--- src/cfa_pkg.sv ---
// package: register map, status words and command layout of the card command block
package cfa_pkg;
    localparam int APB_AW = 8;
    localparam logic [APB_AW-1:0] OFF_CMD = 8'h00;
    localparam logic [APB_AW-1:0] OFF_ARG = 8'h04;
    localparam logic [APB_AW-1:0] OFF_STATUS = 8'h08;
    localparam logic [APB_AW-1:0] OFF_FILE = 8'h0C;
    localparam logic [APB_AW-1:0] OFF_AUTH_CFG = 8'h10;
    localparam logic [APB_AW-1:0] OFF_AUTH_STAT = 8'h14;
    localparam logic [APB_AW-1:0] OFF_UNLOCK = 8'h18;
    localparam logic [APB_AW-1:0] OFF_FOLDER = 8'h1C;

    // file configuration word fields
    localparam int FC_IDX_LSB = 16;
    localparam int FC_PRESENT = 20;
    localparam int FC_KEEP_RW = 21;
    localparam int FC_AC_SUSP = 22;
    localparam int FC_AC_RES = 23;
    localparam int FC_DF_LSB = 24;
    // unlock register write bits
    localparam int UL_WRONG = 0;
    localparam int UL_RESET = 1;

    localparam logic [15:0] SW_OK = 16'h9000;
    localparam logic [15:0] SW_RX_MORE = 16'h63F1;
    localparam logic [15:0] SW_RX_DONE = 16'h62F3;
    localparam logic [15:0] SW_TX_MORE = 16'h62F1;
    localparam logic [11:0] SW_RETRY_HI = 12'h63C;
    localparam logic [15:0] SW_CODE_BLOCKED = 16'h6983;
    localparam logic [15:0] SW_AC_FAIL = 16'h6982;
    localparam logic [15:0] SW_NOT_FOUND = 16'h6A82;
    localparam logic [15:0] SW_BAD_P1P2 = 16'h6A86;
    localparam logic [15:0] SW_BAD_DATA = 16'h6A80;
    localparam logic [15:0] SW_BAD_LEN = 16'h6700;
    localparam logic [15:0] SW_SEQUENCE = 16'h6985;
    localparam logic [15:0] SW_NO_FUNC = 16'h6A81;
    localparam logic [15:0] SW_RESET = 16'h0000;

    localparam logic [7:0] SEL_BY_FID = 8'h00;
    localparam logic [7:0] SEL_FROM_ROOT = 8'h08;
    localparam logic [7:0] SEL_FROM_CUR = 8'h09;

    localparam logic [2:0] BLK_FIRST_DATA = 3'b100;
    localparam logic [2:0] BLK_NEXT_DATA = 3'b000;
    localparam logic [2:0] BLK_RETX_DATA = 3'b010;
    localparam logic [2:0] BLK_FIRST_RESP = 3'b101;
    localparam logic [2:0] BLK_NEXT_RESP = 3'b001;
    localparam logic [2:0] BLK_RETX_RESP = 3'b011;

    localparam logic [7:0] TAG_TLV = 8'h73;
    localparam logic [7:0] TAG_RAW = 8'h53;
    localparam logic [7:0] UNLOCK_DATA_LEN = 8'h10;
    localparam logic [7:0] MAX_BLOCK = 8'hFF;
    localparam logic [3:0] RETRY_INIT = 4'hA;

    typedef enum logic [1:0] {CFA_UNLOCK, CFA_SUSPEND, CFA_RESUME, CFA_AUTH} cfa_kind_t;
    typedef enum logic [1:0] {CFA_IDLE, CFA_RX, CFA_TX} cfa_auth_st_t;

    typedef struct packed {
        logic [7:0] lc;
        logic [7:0] p2;
        logic [7:0] p1;
        logic [4:0] unused;
        logic odd;
        cfa_kind_t kind;
    } cfa_cmd_t;

    typedef struct packed {
        logic psel;
        logic penable;
        logic pwrite;
        logic [APB_AW-1:0] paddr;
        logic [31:0] pwdata;
    } cfa_apb_req_t;
endpackage

--- src/cfa_card_cmd.sv ---
// card command interpreter: retry query, file suspend/resume, chained authentication
// Function
// - unlock-code query with empty data answers 63CX, X the retries left
// - query accepted whether the personal code or the unlock code is blocked
// - query on a blocked unlock code answers 63C0 or 6983
// - suspend only when its access condition holds; sets life-cycle flag
// - successful suspend or resume makes the target the current file
// - failed suspend or resume leaves current file and folder untouched
// - suspended file without keep bit allows only select and resume
// - suspended file with keep bit stays readable and updatable
// - P2 zero; P1 00 by id, 08 from root, 09 from current folder
// - P1 and P2 zero with no data targets the current file
// - resume clears suspension only when its access condition holds
// - odd code optional; its data is always TLV wrapped
// - odd-code objects use tag 73 structured, 53 otherwise
// - data arrives in blocks of at most 255 bytes, joined here
// - 63F1 while data segments outstanding, 62F3 when complete
// - first response block request starts the computation
// - 62F1 while response segments remain, 9000 after the last
// - P1 bits b8..b6 give block type, b5..b1 algorithm
// - unlock retry counter starts at ten, blocks at zero
//
// Local design decisions: the APB register port and the register offsets.
`timescale 1ns/100ps
`default_nettype none
module cfa_card_cmd #(
    parameter int FILES = 4,
    parameter bit ODD_AUTH = 1'b1
) (
    input wire logic clock_i,
    input wire logic rstn_i,
    input wire cfa_pkg::cfa_apb_req_t apb_i,
    output logic [31:0] prdata_o,
    output logic pready_o,
    output logic pslverr_o
);
    import cfa_pkg::*;
    localparam int IW = $clog2(FILES);

    logic [15:0] fid [FILES];
    logic [7:0] parent_df [FILES];
    logic [FILES-1:0] present, keep_rw, ac_susp, ac_res, susp;
    logic [FILES-1:0] usable;
    logic [IW-1:0] cur_ef;
    logic cur_ef_ok;
    logic [7:0] cur_df;
    logic [3:0] retry;
    logic [15:0] sw;
    logic [15:0] arg_fid;
    logic [7:0] arg_tag;
    logic [15:0] auth_total, resp_len, joined, resp_rem;
    logic [7:0] last_rx, last_tx;
    cfa_auth_st_t auth_st;
    cfa_cmd_t cmd;
    logic cmd_go;

    logic access, setup, wr, mapped;
    logic [31:0] next_prdata;
    logic sel_ok, use_cur, hit;
    logic [IW-1:0] tgt;
    logic [2:0] blk;
    logic [7:0] le_eff, send;
    logic rx_done;

    assign access = apb_i.psel & apb_i.penable;
    assign setup = apb_i.psel & ~apb_i.penable;
    assign wr = access & apb_i.pwrite;
    assign pready_o = access;
    assign pslverr_o = access & ~mapped;

    always_comb begin
        case (apb_i.paddr)
            OFF_CMD, OFF_ARG, OFF_STATUS, OFF_FILE, OFF_AUTH_CFG,
            OFF_AUTH_STAT, OFF_UNLOCK, OFF_FOLDER: mapped = 1'b1;
            default: mapped = 1'b0;
        endcase
    end

    // a present file is usable for read/update unless suspended without the keep bit
    always_comb begin
        for (int i = 0; i < FILES; i++) begin
            usable[i] = present[i] & (~susp[i] | keep_rw[i]);
        end
    end

    always_comb begin
        next_prdata = 32'h0000_0000;
        case (apb_i.paddr)
            OFF_CMD: next_prdata = cmd;
            OFF_ARG: next_prdata = {8'h00, arg_tag, arg_fid};
            OFF_STATUS: next_prdata = {cur_df, 3'b000, cur_ef_ok, 4'(cur_ef), sw};
            OFF_FILE: next_prdata = {16'h0000, 8'(usable), 8'(susp)};
            OFF_AUTH_CFG: next_prdata = {resp_len, auth_total};
            OFF_AUTH_STAT: next_prdata = {resp_rem, joined};
            OFF_UNLOCK: next_prdata = {28'h000_0000, retry};
            OFF_FOLDER: next_prdata = {14'h0000, auth_st, last_rx, last_tx};
            default: next_prdata = 32'h0000_0000;
        endcase
    end

    // read data is captured in the setup cycle so it is stable for the access phase
    always_ff @(posedge clock_i) begin
        if (!rstn_i) begin
            prdata_o <= 32'h0000_0000;
        end else if (setup && !apb_i.pwrite) begin
            prdata_o <= next_prdata;
        end
    end

    always_ff @(posedge clock_i) begin
        if (!rstn_i) begin
            cmd <= '0;
            cmd_go <= 1'b0;
            arg_fid <= 16'h0000;
            arg_tag <= 8'h00;
            auth_total <= 16'h0000;
            resp_len <= 16'h0000;
            cur_df <= 8'h00;
        end else begin
            cmd_go <= wr && apb_i.paddr == OFF_CMD;
            if (wr && apb_i.paddr == OFF_CMD) begin
                cmd <= apb_i.pwdata;
            end
            if (wr && apb_i.paddr == OFF_ARG) begin
                arg_fid <= apb_i.pwdata[15:0];
                arg_tag <= apb_i.pwdata[23:16];
            end
            if (wr && apb_i.paddr == OFF_AUTH_CFG) begin
                auth_total <= apb_i.pwdata[15:0];
                resp_len <= apb_i.pwdata[31:16];
            end
            if (wr && apb_i.paddr == OFF_FOLDER) begin
                cur_df <= apb_i.pwdata[7:0];
            end
        end
    end

    always_ff @(posedge clock_i) begin
        if (!rstn_i) begin
            present <= '0;
            keep_rw <= '0;
            ac_susp <= '0;
            ac_res <= '0;
            for (int i = 0; i < FILES; i++) begin
                fid[i] <= 16'h0000;
                parent_df[i] <= 8'h00;
            end
        end else if (wr && apb_i.paddr == OFF_FILE) begin
            fid[apb_i.pwdata[FC_IDX_LSB +: IW]] <= apb_i.pwdata[15:0];
            parent_df[apb_i.pwdata[FC_IDX_LSB +: IW]] <= apb_i.pwdata[FC_DF_LSB +: 8];
            present[apb_i.pwdata[FC_IDX_LSB +: IW]] <= apb_i.pwdata[FC_PRESENT];
            keep_rw[apb_i.pwdata[FC_IDX_LSB +: IW]] <= apb_i.pwdata[FC_KEEP_RW];
            ac_susp[apb_i.pwdata[FC_IDX_LSB +: IW]] <= apb_i.pwdata[FC_AC_SUSP];
            ac_res[apb_i.pwdata[FC_IDX_LSB +: IW]] <= apb_i.pwdata[FC_AC_RES];
        end
    end

    // wrong presentations are reported by the verify path; the counter saturates at zero
    always_ff @(posedge clock_i) begin
        if (!rstn_i) begin
            retry <= RETRY_INIT;
        end else if (wr && apb_i.paddr == OFF_UNLOCK) begin
            if (apb_i.pwdata[UL_RESET]) begin
                retry <= RETRY_INIT;
            end else if (apb_i.pwdata[UL_WRONG] && retry != 4'h0) begin
                retry <= retry - 4'h1;
            end
        end
    end

    // target resolution; a path is reduced to its last file id by the caller
    always_comb begin
        sel_ok = cmd.p2 == 8'h00 && (cmd.p1 == SEL_BY_FID || cmd.p1 == SEL_FROM_ROOT
                 || cmd.p1 == SEL_FROM_CUR);
        use_cur = cmd.p1 == SEL_BY_FID && cmd.lc == 8'h00;
        hit = 1'b0;
        tgt = cur_ef;
        if (use_cur) begin
            hit = cur_ef_ok & present[cur_ef];
        end else begin
            for (int i = FILES - 1; i >= 0; i--) begin
                if (present[i] && fid[i] == arg_fid
                    && (cmd.p1 == SEL_FROM_ROOT || parent_df[i] == cur_df)) begin
                    hit = 1'b1;
                    tgt = IW'(i);
                end
            end
        end
    end

    assign blk = cmd.p1[7:5];
    assign le_eff = (cmd.lc == 8'h00) ? MAX_BLOCK : cmd.lc;
    assign send = (resp_rem > 16'(le_eff)) ? le_eff : resp_rem[7:0];
    assign rx_done = joined >= auth_total;

    always_ff @(posedge clock_i) begin
        if (!rstn_i) begin
            sw <= SW_RESET;
            susp <= '0;
            cur_ef <= '0;
            cur_ef_ok <= 1'b0;
            auth_st <= CFA_IDLE;
            joined <= 16'h0000;
            resp_rem <= 16'h0000;
            last_rx <= 8'h00;
            last_tx <= 8'h00;
        end else if (wr && apb_i.paddr == OFF_FILE) begin
            susp[apb_i.pwdata[FC_IDX_LSB +: IW]] <= 1'b0;
        end else if (cmd_go) begin
            case (cmd.kind)
                CFA_UNLOCK: begin
                    // answered whatever the personal code's state
                    if (cmd.p1 != 8'h00) begin
                        sw <= SW_BAD_P1P2;
                    end else if (cmd.lc == UNLOCK_DATA_LEN) begin
                        sw <= SW_NO_FUNC;
                    end else if (cmd.lc != 8'h00) begin
                        sw <= SW_BAD_LEN;
                    end else if (retry == 4'h0) begin
                        sw <= SW_CODE_BLOCKED;
                    end else begin
                        sw <= {SW_RETRY_HI, retry};
                    end
                end
                CFA_SUSPEND, CFA_RESUME: begin
                    // every failure below leaves cur_ef and cur_df alone
                    if (!sel_ok) begin
                        sw <= SW_BAD_P1P2;
                    end else if (!hit) begin
                        sw <= SW_NOT_FOUND;
                    end else if (cmd.kind == CFA_SUSPEND && !ac_susp[tgt]) begin
                        sw <= SW_AC_FAIL;
                    end else if (cmd.kind == CFA_RESUME && !ac_res[tgt]) begin
                        sw <= SW_AC_FAIL;
                    end else begin
                        susp[tgt] <= cmd.kind == CFA_SUSPEND;
                        cur_ef <= tgt;
                        cur_ef_ok <= 1'b1;
                        sw <= SW_OK;
                    end
                end
                default: begin
                    if (!cmd.odd) begin
                        // single exchange: plain challenge, response ready at once
                        if (cmd.p1 != 8'h00) begin
                            sw <= SW_BAD_P1P2;
                        end else begin
                            joined <= 16'(cmd.lc);
                            resp_rem <= 16'h0000;
                            auth_st <= CFA_IDLE;
                            sw <= SW_OK;
                        end
                    end else if (!ODD_AUTH) begin
                        sw <= SW_NO_FUNC;
                    end else if (arg_tag != TAG_TLV && arg_tag != TAG_RAW) begin
                        sw <= SW_BAD_DATA;
                    end else begin
                        case (blk)
                            BLK_FIRST_DATA: begin
                                joined <= 16'(cmd.lc);
                                last_rx <= cmd.lc;
                                auth_st <= CFA_RX;
                                sw <= (16'(cmd.lc) >= auth_total) ? SW_RX_DONE : SW_RX_MORE;
                            end
                            BLK_NEXT_DATA: begin
                                if (auth_st != CFA_RX || rx_done) begin
                                    sw <= SW_SEQUENCE;
                                end else begin
                                    joined <= joined + 16'(cmd.lc);
                                    last_rx <= cmd.lc;
                                    sw <= (joined + 16'(cmd.lc) >= auth_total)
                                        ? SW_RX_DONE : SW_RX_MORE;
                                end
                            end
                            BLK_RETX_DATA: begin
                                // replacement block overwrites the last one in place
                                if (auth_st != CFA_RX) begin
                                    sw <= SW_SEQUENCE;
                                end else begin
                                    joined <= joined - 16'(last_rx) + 16'(cmd.lc);
                                    last_rx <= cmd.lc;
                                    sw <= (joined - 16'(last_rx) + 16'(cmd.lc) >= auth_total)
                                        ? SW_RX_DONE : SW_RX_MORE;
                                end
                            end
                            BLK_FIRST_RESP: begin
                                // computation is launched here; its result length is resp_len
                                if (auth_st != CFA_RX || !rx_done) begin
                                    sw <= SW_SEQUENCE;
                                end else begin
                                    last_tx <= (resp_len > 16'(le_eff)) ? le_eff : resp_len[7:0];
                                    resp_rem <= (resp_len > 16'(le_eff))
                                        ? resp_len - 16'(le_eff) : 16'h0000;
                                    auth_st <= CFA_TX;
                                    sw <= (resp_len > 16'(le_eff)) ? SW_TX_MORE : SW_OK;
                                end
                            end
                            BLK_NEXT_RESP: begin
                                if (auth_st != CFA_TX || resp_rem == 16'h0000) begin
                                    sw <= SW_SEQUENCE;
                                end else begin
                                    last_tx <= send;
                                    resp_rem <= resp_rem - 16'(send);
                                    sw <= (resp_rem > 16'(send)) ? SW_TX_MORE : SW_OK;
                                end
                            end
                            BLK_RETX_RESP: begin
                                if (auth_st != CFA_TX) begin
                                    sw <= SW_SEQUENCE;
                                end else begin
                                    sw <= (resp_rem != 16'h0000) ? SW_TX_MORE : SW_OK;
                                end
                            end
                            default: sw <= SW_BAD_P1P2;
                        endcase
                    end
                end
            endcase
        end
    end
endmodule // cfa_card_cmd
`default_nettype wire

--- config.mk ---
export PLATFORM = sky130hd
export DESIGN_NAME = cfa_card_cmd
export DESIGN_NICKNAME = d
export VERILOG_FILES = /design/src/cfa_pkg.sv /design/src/cfa_card_cmd.sv
export SDC_FILE = /design/constraint.sdc
export NUM_CORES = 1
export LEC_CHECK = 0
export ABC_AREA = 1
export BUFFER_PORTS_ARGS = -buffer_cell sky130_fd_sc_hd__buf_2
export CORE_MARGIN = 2
export CORE_UTILIZATION = 40
export DETAILED_ROUTE_END_ITERATION = 16
export GPL_ROUTABILITY_DRIVEN = 0
export HOLD_SLACK_MARGIN = 0.05
export PLACE_DENSITY_LB_ADDON = 0.2
export SYNTH_ARGS = -nofsm -noshare
export SYNTH_HDL_FRONTEND = slang
export SYNTH_SLANG_ARGS = --single-unit
export TNS_END_PERCENT = 30
--- constraint.sdc ---
create_clock -name clock_i -period 5.5 [get_ports clock_i]
set_clock_uncertainty 0.1 [all_clocks]
set_input_delay 0.55 -clock clock_i [delete_from_list [all_inputs] [get_ports clock_i]]
set_output_delay 0.55 -clock clock_i [all_outputs]
set_load 0.01 [all_outputs]
### Word-level counts from Yosys, hierarchy flattened

Memories as Yosys holds them, arrays and structs flattened.
Cells that the tools add are included.

* memories: 3
* memory bits (writable): 96
* logic and storage cells: 284
* bits of input ports: 45
* output and inout port bits: 34
* ROM bits: 32
* register bits: 222

* eq/ne operators: 44
* order comparisons: 12
* reductions and logical operators: 69
* $add $sub $neg: 6
* multiplexer cells: 97
* bitwise operators: 26

Memories
* fid: depth 4, width 16, read ports 4, clocked after memory_dff 0, write ports 4, RTL line cfa_card_cmd.sv:40 `logic [15:0] fid [FILES];`
* (no name shown): depth 32, width 1, read ports 1, clocked after memory_dff 0, write ports 0, RTL line cfa_card_cmd.sv:72 `case (apb_i.paddr)`
* parent_df: depth 4, width 8, read ports 4, clocked after memory_dff 0, write ports 4, RTL line cfa_card_cmd.sv:41 `logic [7:0] parent_df [FILES];`

Operator list (count)
* $mux 16: 25
* $pmux 32 s8: 1
* $pmux 16 s6: 1
* $mux 12: 6
* $eq 16x16->1: 4
* $mux 8: 8
* $pmux 16 s2: 2
* $ge 16x16->1: 3
* $gt 16x8->1: 3
* $pmux 16 s3: 1
* $sub 16x8->16: 3
* $eq 8x5->1 const B: 5
* $mux 4: 9
* $add 16x8->16: 2
* $eq 8x4->1 const B: 4
* $eq 8x8->1: 4
* $logic_not 8->1: 4
* $reduce_and 8->1: 4
* $mux 9: 3
* $pmux 8 s3: 1
* $logic_and 1x1->1: 23
* $mux 2: 11
* $bwmux 4: 5
* $ne 2x2->1 const B: 9
* 43 further kinds: 113

### Depth between registers and ports, before layout

Gate-level depths: netlist of the first run.
An unclocked memory read counts as a cell.

* depth after elaboration: 21
* gate-level depth with buffers: 32
* gate-level depth less buffers: 32

### Least setup slack after synthesis of the first run

Ideal clock, no wire load.

* kind: reg-to-reg
* start: register cmd[26] (netlist name)
* end: register sw[1]
* stages on the path, launching flop included: 27
* data arrival time: 3.875 ns
* clock period less this slack: 4.084 ns
* buffers on the path: 0
* setup slack: 1.416 ns
* data required time: 5.291 ns
* library setup time: 0.109 ns
* cell sequence: dfxtp_1 -> inv_1 -> fa_1 -> inv_1 -> ha_1 -> a21oi_1 -> nand2_1 -> nand3_1 -> o2111ai_1 -> a21oi_1 -> o21bai_1 -> a21o_1 -> a21oi_1 -> inv_1 -> or2_2 -> and2_1 -> ha_1 -> nand2_1 -> nor2_1 -> a211oi_1 -> o21ai_0 -> nand3_1 -> nand4_1 -> nand3_1 -> nand4_1 -> nand2_1 -> inv_1

* cells in the longest elaborated chain, start to end: 12
* elaborated cells on any way between the ends: 35
* those cells by class: add/sub (2); order compare (3); eq/ne (1); mux (22); reduce/logical (7)

RTL lines
* from (decl): RTL line cfa_card_cmd.sv:54 `cfa_cmd_t cmd;`
* from (signal assigned): RTL line cfa_card_cmd.sv:122 `cmd <= apb_i.pwdata;`
* parallel branches: the longest is 11 deep, another holds $add 16x8->16
* $pmux 16 s2 (*): RTL line cfa_card_cmd.sv:210 `case (cmd.kind)`
* to (signal assigned): RTL line cfa_card_cmd.sv:222 `sw <= {SW_RETRY_HI, retry};`
* to (signal assigned): RTL line cfa_card_cmd.sv:263 `sw <= (16'(cmd.lc) >= auth_total) ? SW_RX_DONE : SW_RX_MORE;`
* to (signal assigned): RTL line cfa_card_cmd.sv:271 `sw <= (joined + 16'(cmd.lc) >= auth_total)`
* to (decl): RTL line cfa_card_cmd.sv:48 `logic [15:0] sw;`

Every way passes the cells marked *. The select of a mux whose other input is x is not followed.
A chain may end at the register's enable or synchronous reset.

### Worst setup path after layout of the first run

Same ends and word-level chain as after synthesis.

==> flow_summary_export.csv, run 1 <==
group,metric,value,unit
global_route,grt_first_pass_wirelength,114000,µm
cells_and_area,diodes,0,
synthesis,synth-seq-cells,315,
timing,worstMarginPinSlew,1250,ps
drt,wl_per_cell,21.7,µm
synthesis,syn_avg_cell_area,7.36,µm²
placed_design,portBuffers,78,
drt,firstDrtPassIters,7,
drt,drc_errors,0,
global_route,track_usage,28.2,%
synthesis,seq_area_frac_synth,35.8,%
cts,ctsResizeCount,0,
drt,via_per_inst,5.72,
hold_path,hp-class,"in2reg",
timing,period_needed,4950,ps
critical_path,cp-end-kind,"register",
timing,setup_viol,0,
global_route,grt_pass1_vias,18800,
timing,min_period_over_period,90.1,%
timing,max_slew_margin,16.3,%
timing,rsz0062_at_grt,"false",
cells_and_area,nets,2962,
floorplanning,io_pins,79,
critical_path,cp_num_cells,26,
critical_path,required,5870,ps
floorplanning,die_h,229,µm
synthesis,yosysMostFrequentCell,"nand2_1",
synthesis,syn_area,20300,µm²
timing,slew_violations,0,
synthesis,synth_top_area_share,21.6,%
cts,cts-root-buf,"clkbuf_16",
critical_path,cp_slowest_cell,"fa_1",
cts,clkSlewWorstSetupHoldPaths,60,ps
synthesis,synth_nets,2925,
timing,setup_slack,546,ps
critical_path,cp.arrival,5320,ps
drt,drt_iter0_markers,2224,
critical_path,cpMostUsedCell,"inv_1",
timing,finalHoldViolCount,0,
cts,ctsHoldBuffers,0,
critical_path,critical_path_class,"reg2reg",
critical_path,critPathBufInv,4,
critical_path,cpLargestDelayFamily,"simple AND/OR/NAND/NOR gates",
global_route,grt_max_degree,65,
floorplanning,design.core.area,50200,µm²
critical_path,r2r_cells,26,
synthesis,yosysWarnings,0,
timing,whs,175,ps
floorplanning,dieArea,52600,µm²
floorplanning,die_w,229,µm
timing,finalSetupTns,0,ps
critical_path,cp-start-kind,"register",
critical_path,worstPathMaxFanout,8,
cts,clock-sinks,315,
placed_design,hpwl,56300,µm
cts,numCtsBuffers,39,
placed_design,post-place-ws,712,ps
synthesis,synthTopCellsByCount,"432 x nand2_1, 343 x inv_1, 281 x nor2_1",
power_and_ir_drop,ir_drop,0.189,mV
power_and_ir_drop,power_density,236,nW/µm²
cts,clk_path_buf_depth,3,
cells_and_area,n_fill_cell,5022,
synthesis,yosys.area.top_type,"dfxtp_1",
synthesis,synth_enable_flop_cells,96,
power_and_ir_drop,total_leakage_power,9.48,nW
synthesis,synth_area_leaders,"dfxtp_1 22%, edfxtp_1 14%, nand2_1 8.0%",
floorplanning,rows,82,
cells_and_area,layout-drive-gt1-share,10.2,%
drt,num_vias,20000,
critical_path,slowest_delay,540,ps
cts,cts.htree.levels,2,
cts,clk_latency,580,ps
cts,cts_tree,"built",
synthesis,yosys_most_used_dff,"dfxtp_1",
run_status,run_status,"completed",
floorplanning,initial_utilization,40.5,%
global_route,grt_overflow,0,
drt,drt-total-wl,75900,µm
run,maxCapViolCount,0,
global_route,antenna_found_initial,0,
cells_and_area,synthToLayoutAreaGrowth,11.0,%
cts,post_cts_buffers,0,
synthesis,netlist_instances,2759,
timing,max_freq,202,MHz
synthesis,ys_async_sr_fraction,0,%
hold_path,min_path_cells,3,
synthesis,yosysUniqueCellTypes,67,
drt,ant_nets,0,
placed cells by master (no fill, tap or decap), types with 13 or more instances in the layout:
master     synthesis  layout
clkbuf_16          0      40
nor2_1           281     278
edfxtp_1          96      96
nand2_2           22      22
xnor2_1           21      21
buf_4              1      26
nand3_1          110     110
o2111ai_1         19      19
inv_2             24      24
a211oi_1          18      18
xor2_1            62      62
nor2_4            11      13
nor3_1            68      68
dfxtp_1          219     219
ha_1             112     112
o22ai_1           44      44
o21ai_0          227     227
buf_2             20      77
nand2_1          432     432
inv_1            343     342
a21oi_1          275     275
nand4_1           56      56
nor4_1            19      19
or2_2             13      13
layer usage:
metal / global-route usage, % / share of wire, % / up-vias
li1: - / - / 9418
met1: 38.7 / 43 / 9492
met2: 43.5 / 44 / 927
met3: 4.39 / 8.3 / 182
met4: 12.7 / 4.6 / 0
met5: 0 / 0 / -
kinds of logic (layout without fill, tap and decap cells):
| logic type | count (synthesis) | after routing | synth area share, % |
|---|---|---|---|
| and+or+nand+nor | 1075 | 1075 | 24.4 |
| AOI/OAI and AO/OA | 685 | 685 | 19.2 |
| buffers and inverters | 480 | 547 | 9.32 |
| DFF | 315 | 315 | 35.8 |
| adders and majority gates | 121 | 121 | 7.78 |
| xor gates and xnor gates | 83 | 83 | 3.58 |
metrics by stage:
| stage | std cells | power, mW | instance area, µm² | utilization [%] |
|---|---|---|---|---|
| 2_1_floorplan | 2759 | 2.62 | 20300 | - |
| 3_3_place_gp | 3427 | 2.72 | 21300 | 42.4 |
| 3_5_place_dp | 3427 | 2.73 | 21300 | 42.4 |
| 4_1_cts | 3498 | 5.35 | 22600 | 45.0 |
| 5_1_grt | 3498 | 5.45 | 22600 | 45.0 |
| 6_report | 3498 | 5.32 | 22600 | 45.0 |
report_power, final:
part / switching [mW] / internal [mW] / total [mW]
clock network: 1.08 / 1.56 / 2.64
logic: 0.175 / 0.0581 / 0.233
registers: 0.0194 / 2.43 / 2.45
final timing paths:
check,slack [ps],end,start
min,180,arg_tag[3],apb_i[19]
min reg2reg,360,prdata_o[4],prdata_o[4]
max,550,sw[1],cmd[26]
max reg2reg,550,sw[1],cmd[26]
flip-flops by register name, indices dropped and copies added (netlist names), 3 cells and up:
| register | flops |
|---|---|
| ac_res | 4 |
| last_tx | 8 |
| resp_len | 16 |
| blk | 3 |
| present | 4 |
| arg_tag | 8 |
| cmd | 29 |
| arg_fid | 16 |
| ac_susp | 4 |
| retry | 4 |
| susp | 4 |
| cur_df | 8 |
| auth_total | 16 |
| prdata_o | 32 |
| resp_rem | 16 |
| fid | 64 |
| joined | 16 |
| sw | 13 |
| parent_df | 32 |
| keep_rw | 4 |
| last_rx | 8 |
layout make-up:
class / count / area (µm²) / area share, %
multi-input cells: 1964 / 11200 / 49.5
flip-flops and latches: 315 / 7270 / 32.2
inverters: 373 / 1400 / 6.22
clock buffers: 52 / 1070 / 4.73
well taps: 672 / 841 / 3.73
repair buffers: 103 / 581 / 2.57
clock inverters: 19 / 221 / 0.982
worst register-to-register path, stage by stage, from the launching register on:
cell and delay (ps):
dfxtp_1 500, inv_1 160, fa_1 540, inv_1 60, ha_1 350, a21oi_1 210, nand2_1 160, nand3_1 130
o2111ai_1 160, a21oi_1 180, o21bai_1 110, a21o_1 170, a21oi_1 130, inv_1 70, or2_2 280, and2_1 140
ha_1 310, nand2_1 70, nor2_1 40, a211oi_1 160, o21ai_0 240, nand3_1 130, nand4_1 130, nand3_1 100
nand4_1 90, nand2_1 90, inv_1 40
Power figures use the tool's default switching activity.
==> run 2, diff against run 1 <==
--- a/config.mk
+++ b/config.mk
@@ -8,7 +8,7 @@
 export ABC_AREA = 1
 export BUFFER_PORTS_ARGS = -buffer_cell sky130_fd_sc_hd__buf_2
 export CORE_MARGIN = 2
-export CORE_UTILIZATION = 40
+export CORE_UTILIZATION = 43
 export DETAILED_ROUTE_END_ITERATION = 16
 export GPL_ROUTABILITY_DRIVEN = 0
 export HOLD_SLACK_MARGIN = 0.05
==> run 2 against run 1 <==
  * Routed wire length shrank 1.7%
  * Count of clock-buffer cells in the layout is 6 higher
  * Clock power barely moved
  * First-iteration DRC count grew 7.2%
  * Critical path type unchanged
==> flow_summary_export.csv, run 2 (synthesis gave the netlist of run 1 again) <==
group,metric,value,unit
run_status,run_status,"completed",
cells_and_area,nets,2958,
cells_and_area,most-common-layout-cells,"432 x nand2_1, 342 x inv_1, 278 x nor2_1",
global_route,antenna_found_initial,0,
power_and_ir_drop,power_density,237,nW/µm²
critical_path,r2r-end,"sw[8]",
timing,rsz0062_at_grt,"false",
global_route,grt_pass1_vias,18800,
placed_design,dp_cells,3359,
timing,setup_viol,0,
drt,firstDrtPassIters,8,
timing,min_period_over_period,88.9,%
power_and_ir_drop,p_seq_share,46.0,%
power_and_ir_drop,switching_share,23.0,%
cells_and_area,layout-drive-gt1-share,10.1,%
timing,max_freq,204,MHz
critical_path,required,5840,ps
drt,ant_nets,0,
critical_path,r2r_slack,610,ps
timing,setup_slack,609,ps
drt,drt_iter0_markers,2384,
timing,finalSetupTns,0,ps
cells_and_area,diodes,0,
floorplanning,initial_utilization,43.6,%
power_and_ir_drop,clkPwrFrac,49.7,%
timing,period_needed,4890,ps
drt,via_per_inst,5.85,
critical_path,cp-start-kind,"register",
floorplanning,rows,79,
critical_path,cp.arrival,5230,ps
cts,clock-sinks,315,
cells_and_area,seqCellArea,7270,µm²
global_route,grt_max_degree,89,
power_and_ir_drop,netSwitchingPower,1.22,mW
drt,wl_per_cell,21.8,µm
critical_path,worstPathMaxFanout,8,
power_and_ir_drop,ir_drop,0.241,mV
cells_and_area,synthToLayoutAreaGrowth,10.6,%
floorplanning,die_w,221,µm
floorplanning,io_pins,79,
global_route,grt_overflow,0,
timing,worstMarginPinSlew,1180,ps
placed_design,portBuffers,78,
critical_path,r2r_cells,21,
timing,whs,184,ps
drt,drt-total-wl,74600,µm
hold_path,hp-class,"in2reg",
cts,clk_latency,560,ps
run,maxCapViolCount,0,
cells_and_area,top_regs,"fid: 64 flops, parent_df: 32 flops, prdata_o: 32 flops",
global_route,grt_first_pass_wirelength,112000,µm
hold_path,min_path_cells,3,
placed_design,post-place-ws,744,ps
cells_and_area,fin_cells,3427,
floorplanning,die_h,221,µm
floorplanning,dieArea,49000,µm²
placed_design,hpwl,55200,µm
drt,num_vias,20100,
placed_design,placed_area,21200,µm²
cts,ctsResizeCount,0,
power_and_ir_drop,p_comb_share,4.3,%
hold_path,min_from,"apb_i[19]",
critical_path,cp-end-kind,"register",
timing,max_slew_margin,21.0,%
timing,slew_violations,0,
cts,cts_tree,"built",
cells_and_area,regMostFlops,"fid",
cells_and_area,largest_reg_flops,64,
cells_and_area,n_fill_cell,4633,
cts,post_cts_buffers,0,
cts,cts-root-buf,"clkbuf_16",
cells_and_area,final_common_cell,"nand2_1",
cells_and_area,postLayoutCellArea,22500,µm²
drt,drc_errors,0,
global_route,track_usage,29.6,%
cts,clkSlewWorstSetupHoldPaths,60,ps
power_and_ir_drop,total_leakage_power,9.49,nW
timing,finalHoldViolCount,0,
hold_path,hold_end,"arg_tag[3]",
critical_path,worstReg2RegStart,"cmd[28]",
cts,cts.htree.levels,2,
critical_path,critical_path_class,"reg2reg",
power_and_ir_drop,totalPowerFinal,5.32,mW
cts,numCtsBuffers,38,
cts,ctsHoldBuffers,0,
cells_and_area,multiInputGateArea,11200,µm²
power_and_ir_drop,p_int,4.09,mW
floorplanning,design.core.area,46600,µm²
cells_and_area,final_core_util,48.3,%
cts,clk_path_buf_depth,3,
-- run 2: layout make-up --
type / instances / share of cell area, %
Clock buffer: 58 / 5.24
Sequential cell: 315 / 32.3
Multi-Input combinational cell: 1964 / 49.7
Clock inverter: 10 / 0.557
Timing Repair Buffer: 100 / 2.48
Inverter: 373 / 6.25
Tap cell: 607 / 3.38
-- run 2: power groups by stage --
stage	logic (mW)	registers (mW)	clock network, mW
detailed placement	0.225	2.50	0
global placement	0.223	2.50	0
finish	0.228	2.45	2.64
global route	0.247	2.45	2.76
CTS	0.225	2.45	2.68
floorplan	0.132	2.49	0
-- run 2: metal layers --
metal,track usage [%],vias to the layer above,part of all wire [%]
li1,-,9405,-
met1,39.8,9438,41
met4,11.2,0,3.9
met5,0,-,0
met3,5.74,165,10
met2,46.8,1052,45
-- run 2: worst max-delay path by stage --
stage	from	to	slack (ps)	cells after the start
after floorplan	cmd[26]	sw[1]	1420	26
after global placement	cmd[26]	sw[1]	810	26
after detailed placement	cmd[26]	sw[1]	740	26
after CTS	cmd[26]	sw[1]	720	26
after global routing	cmd[28]	sw[8]	290	21
final	cmd[28]	sw[8]	610	21
-- run 2: worst max-delay path, stage by stage (launching register included) --
cell	delay, ps
dfxtp_1	550
inv_2	140
fa_1	540
inv_1	50
ha_1	360
a21oi_1	190
o21ai_0	150
nand2_1	90
o2111ai_1	160
a21oi_1	190
o21bai_1	110
a21o_1	170
a21oi_1	130
inv_1	70
or2_2	280
and2_1	150
ha_1	310
nand4_1	90
o21ai_0	420
a21oi_1	130
o31ai_1	290
a21oi_1	100
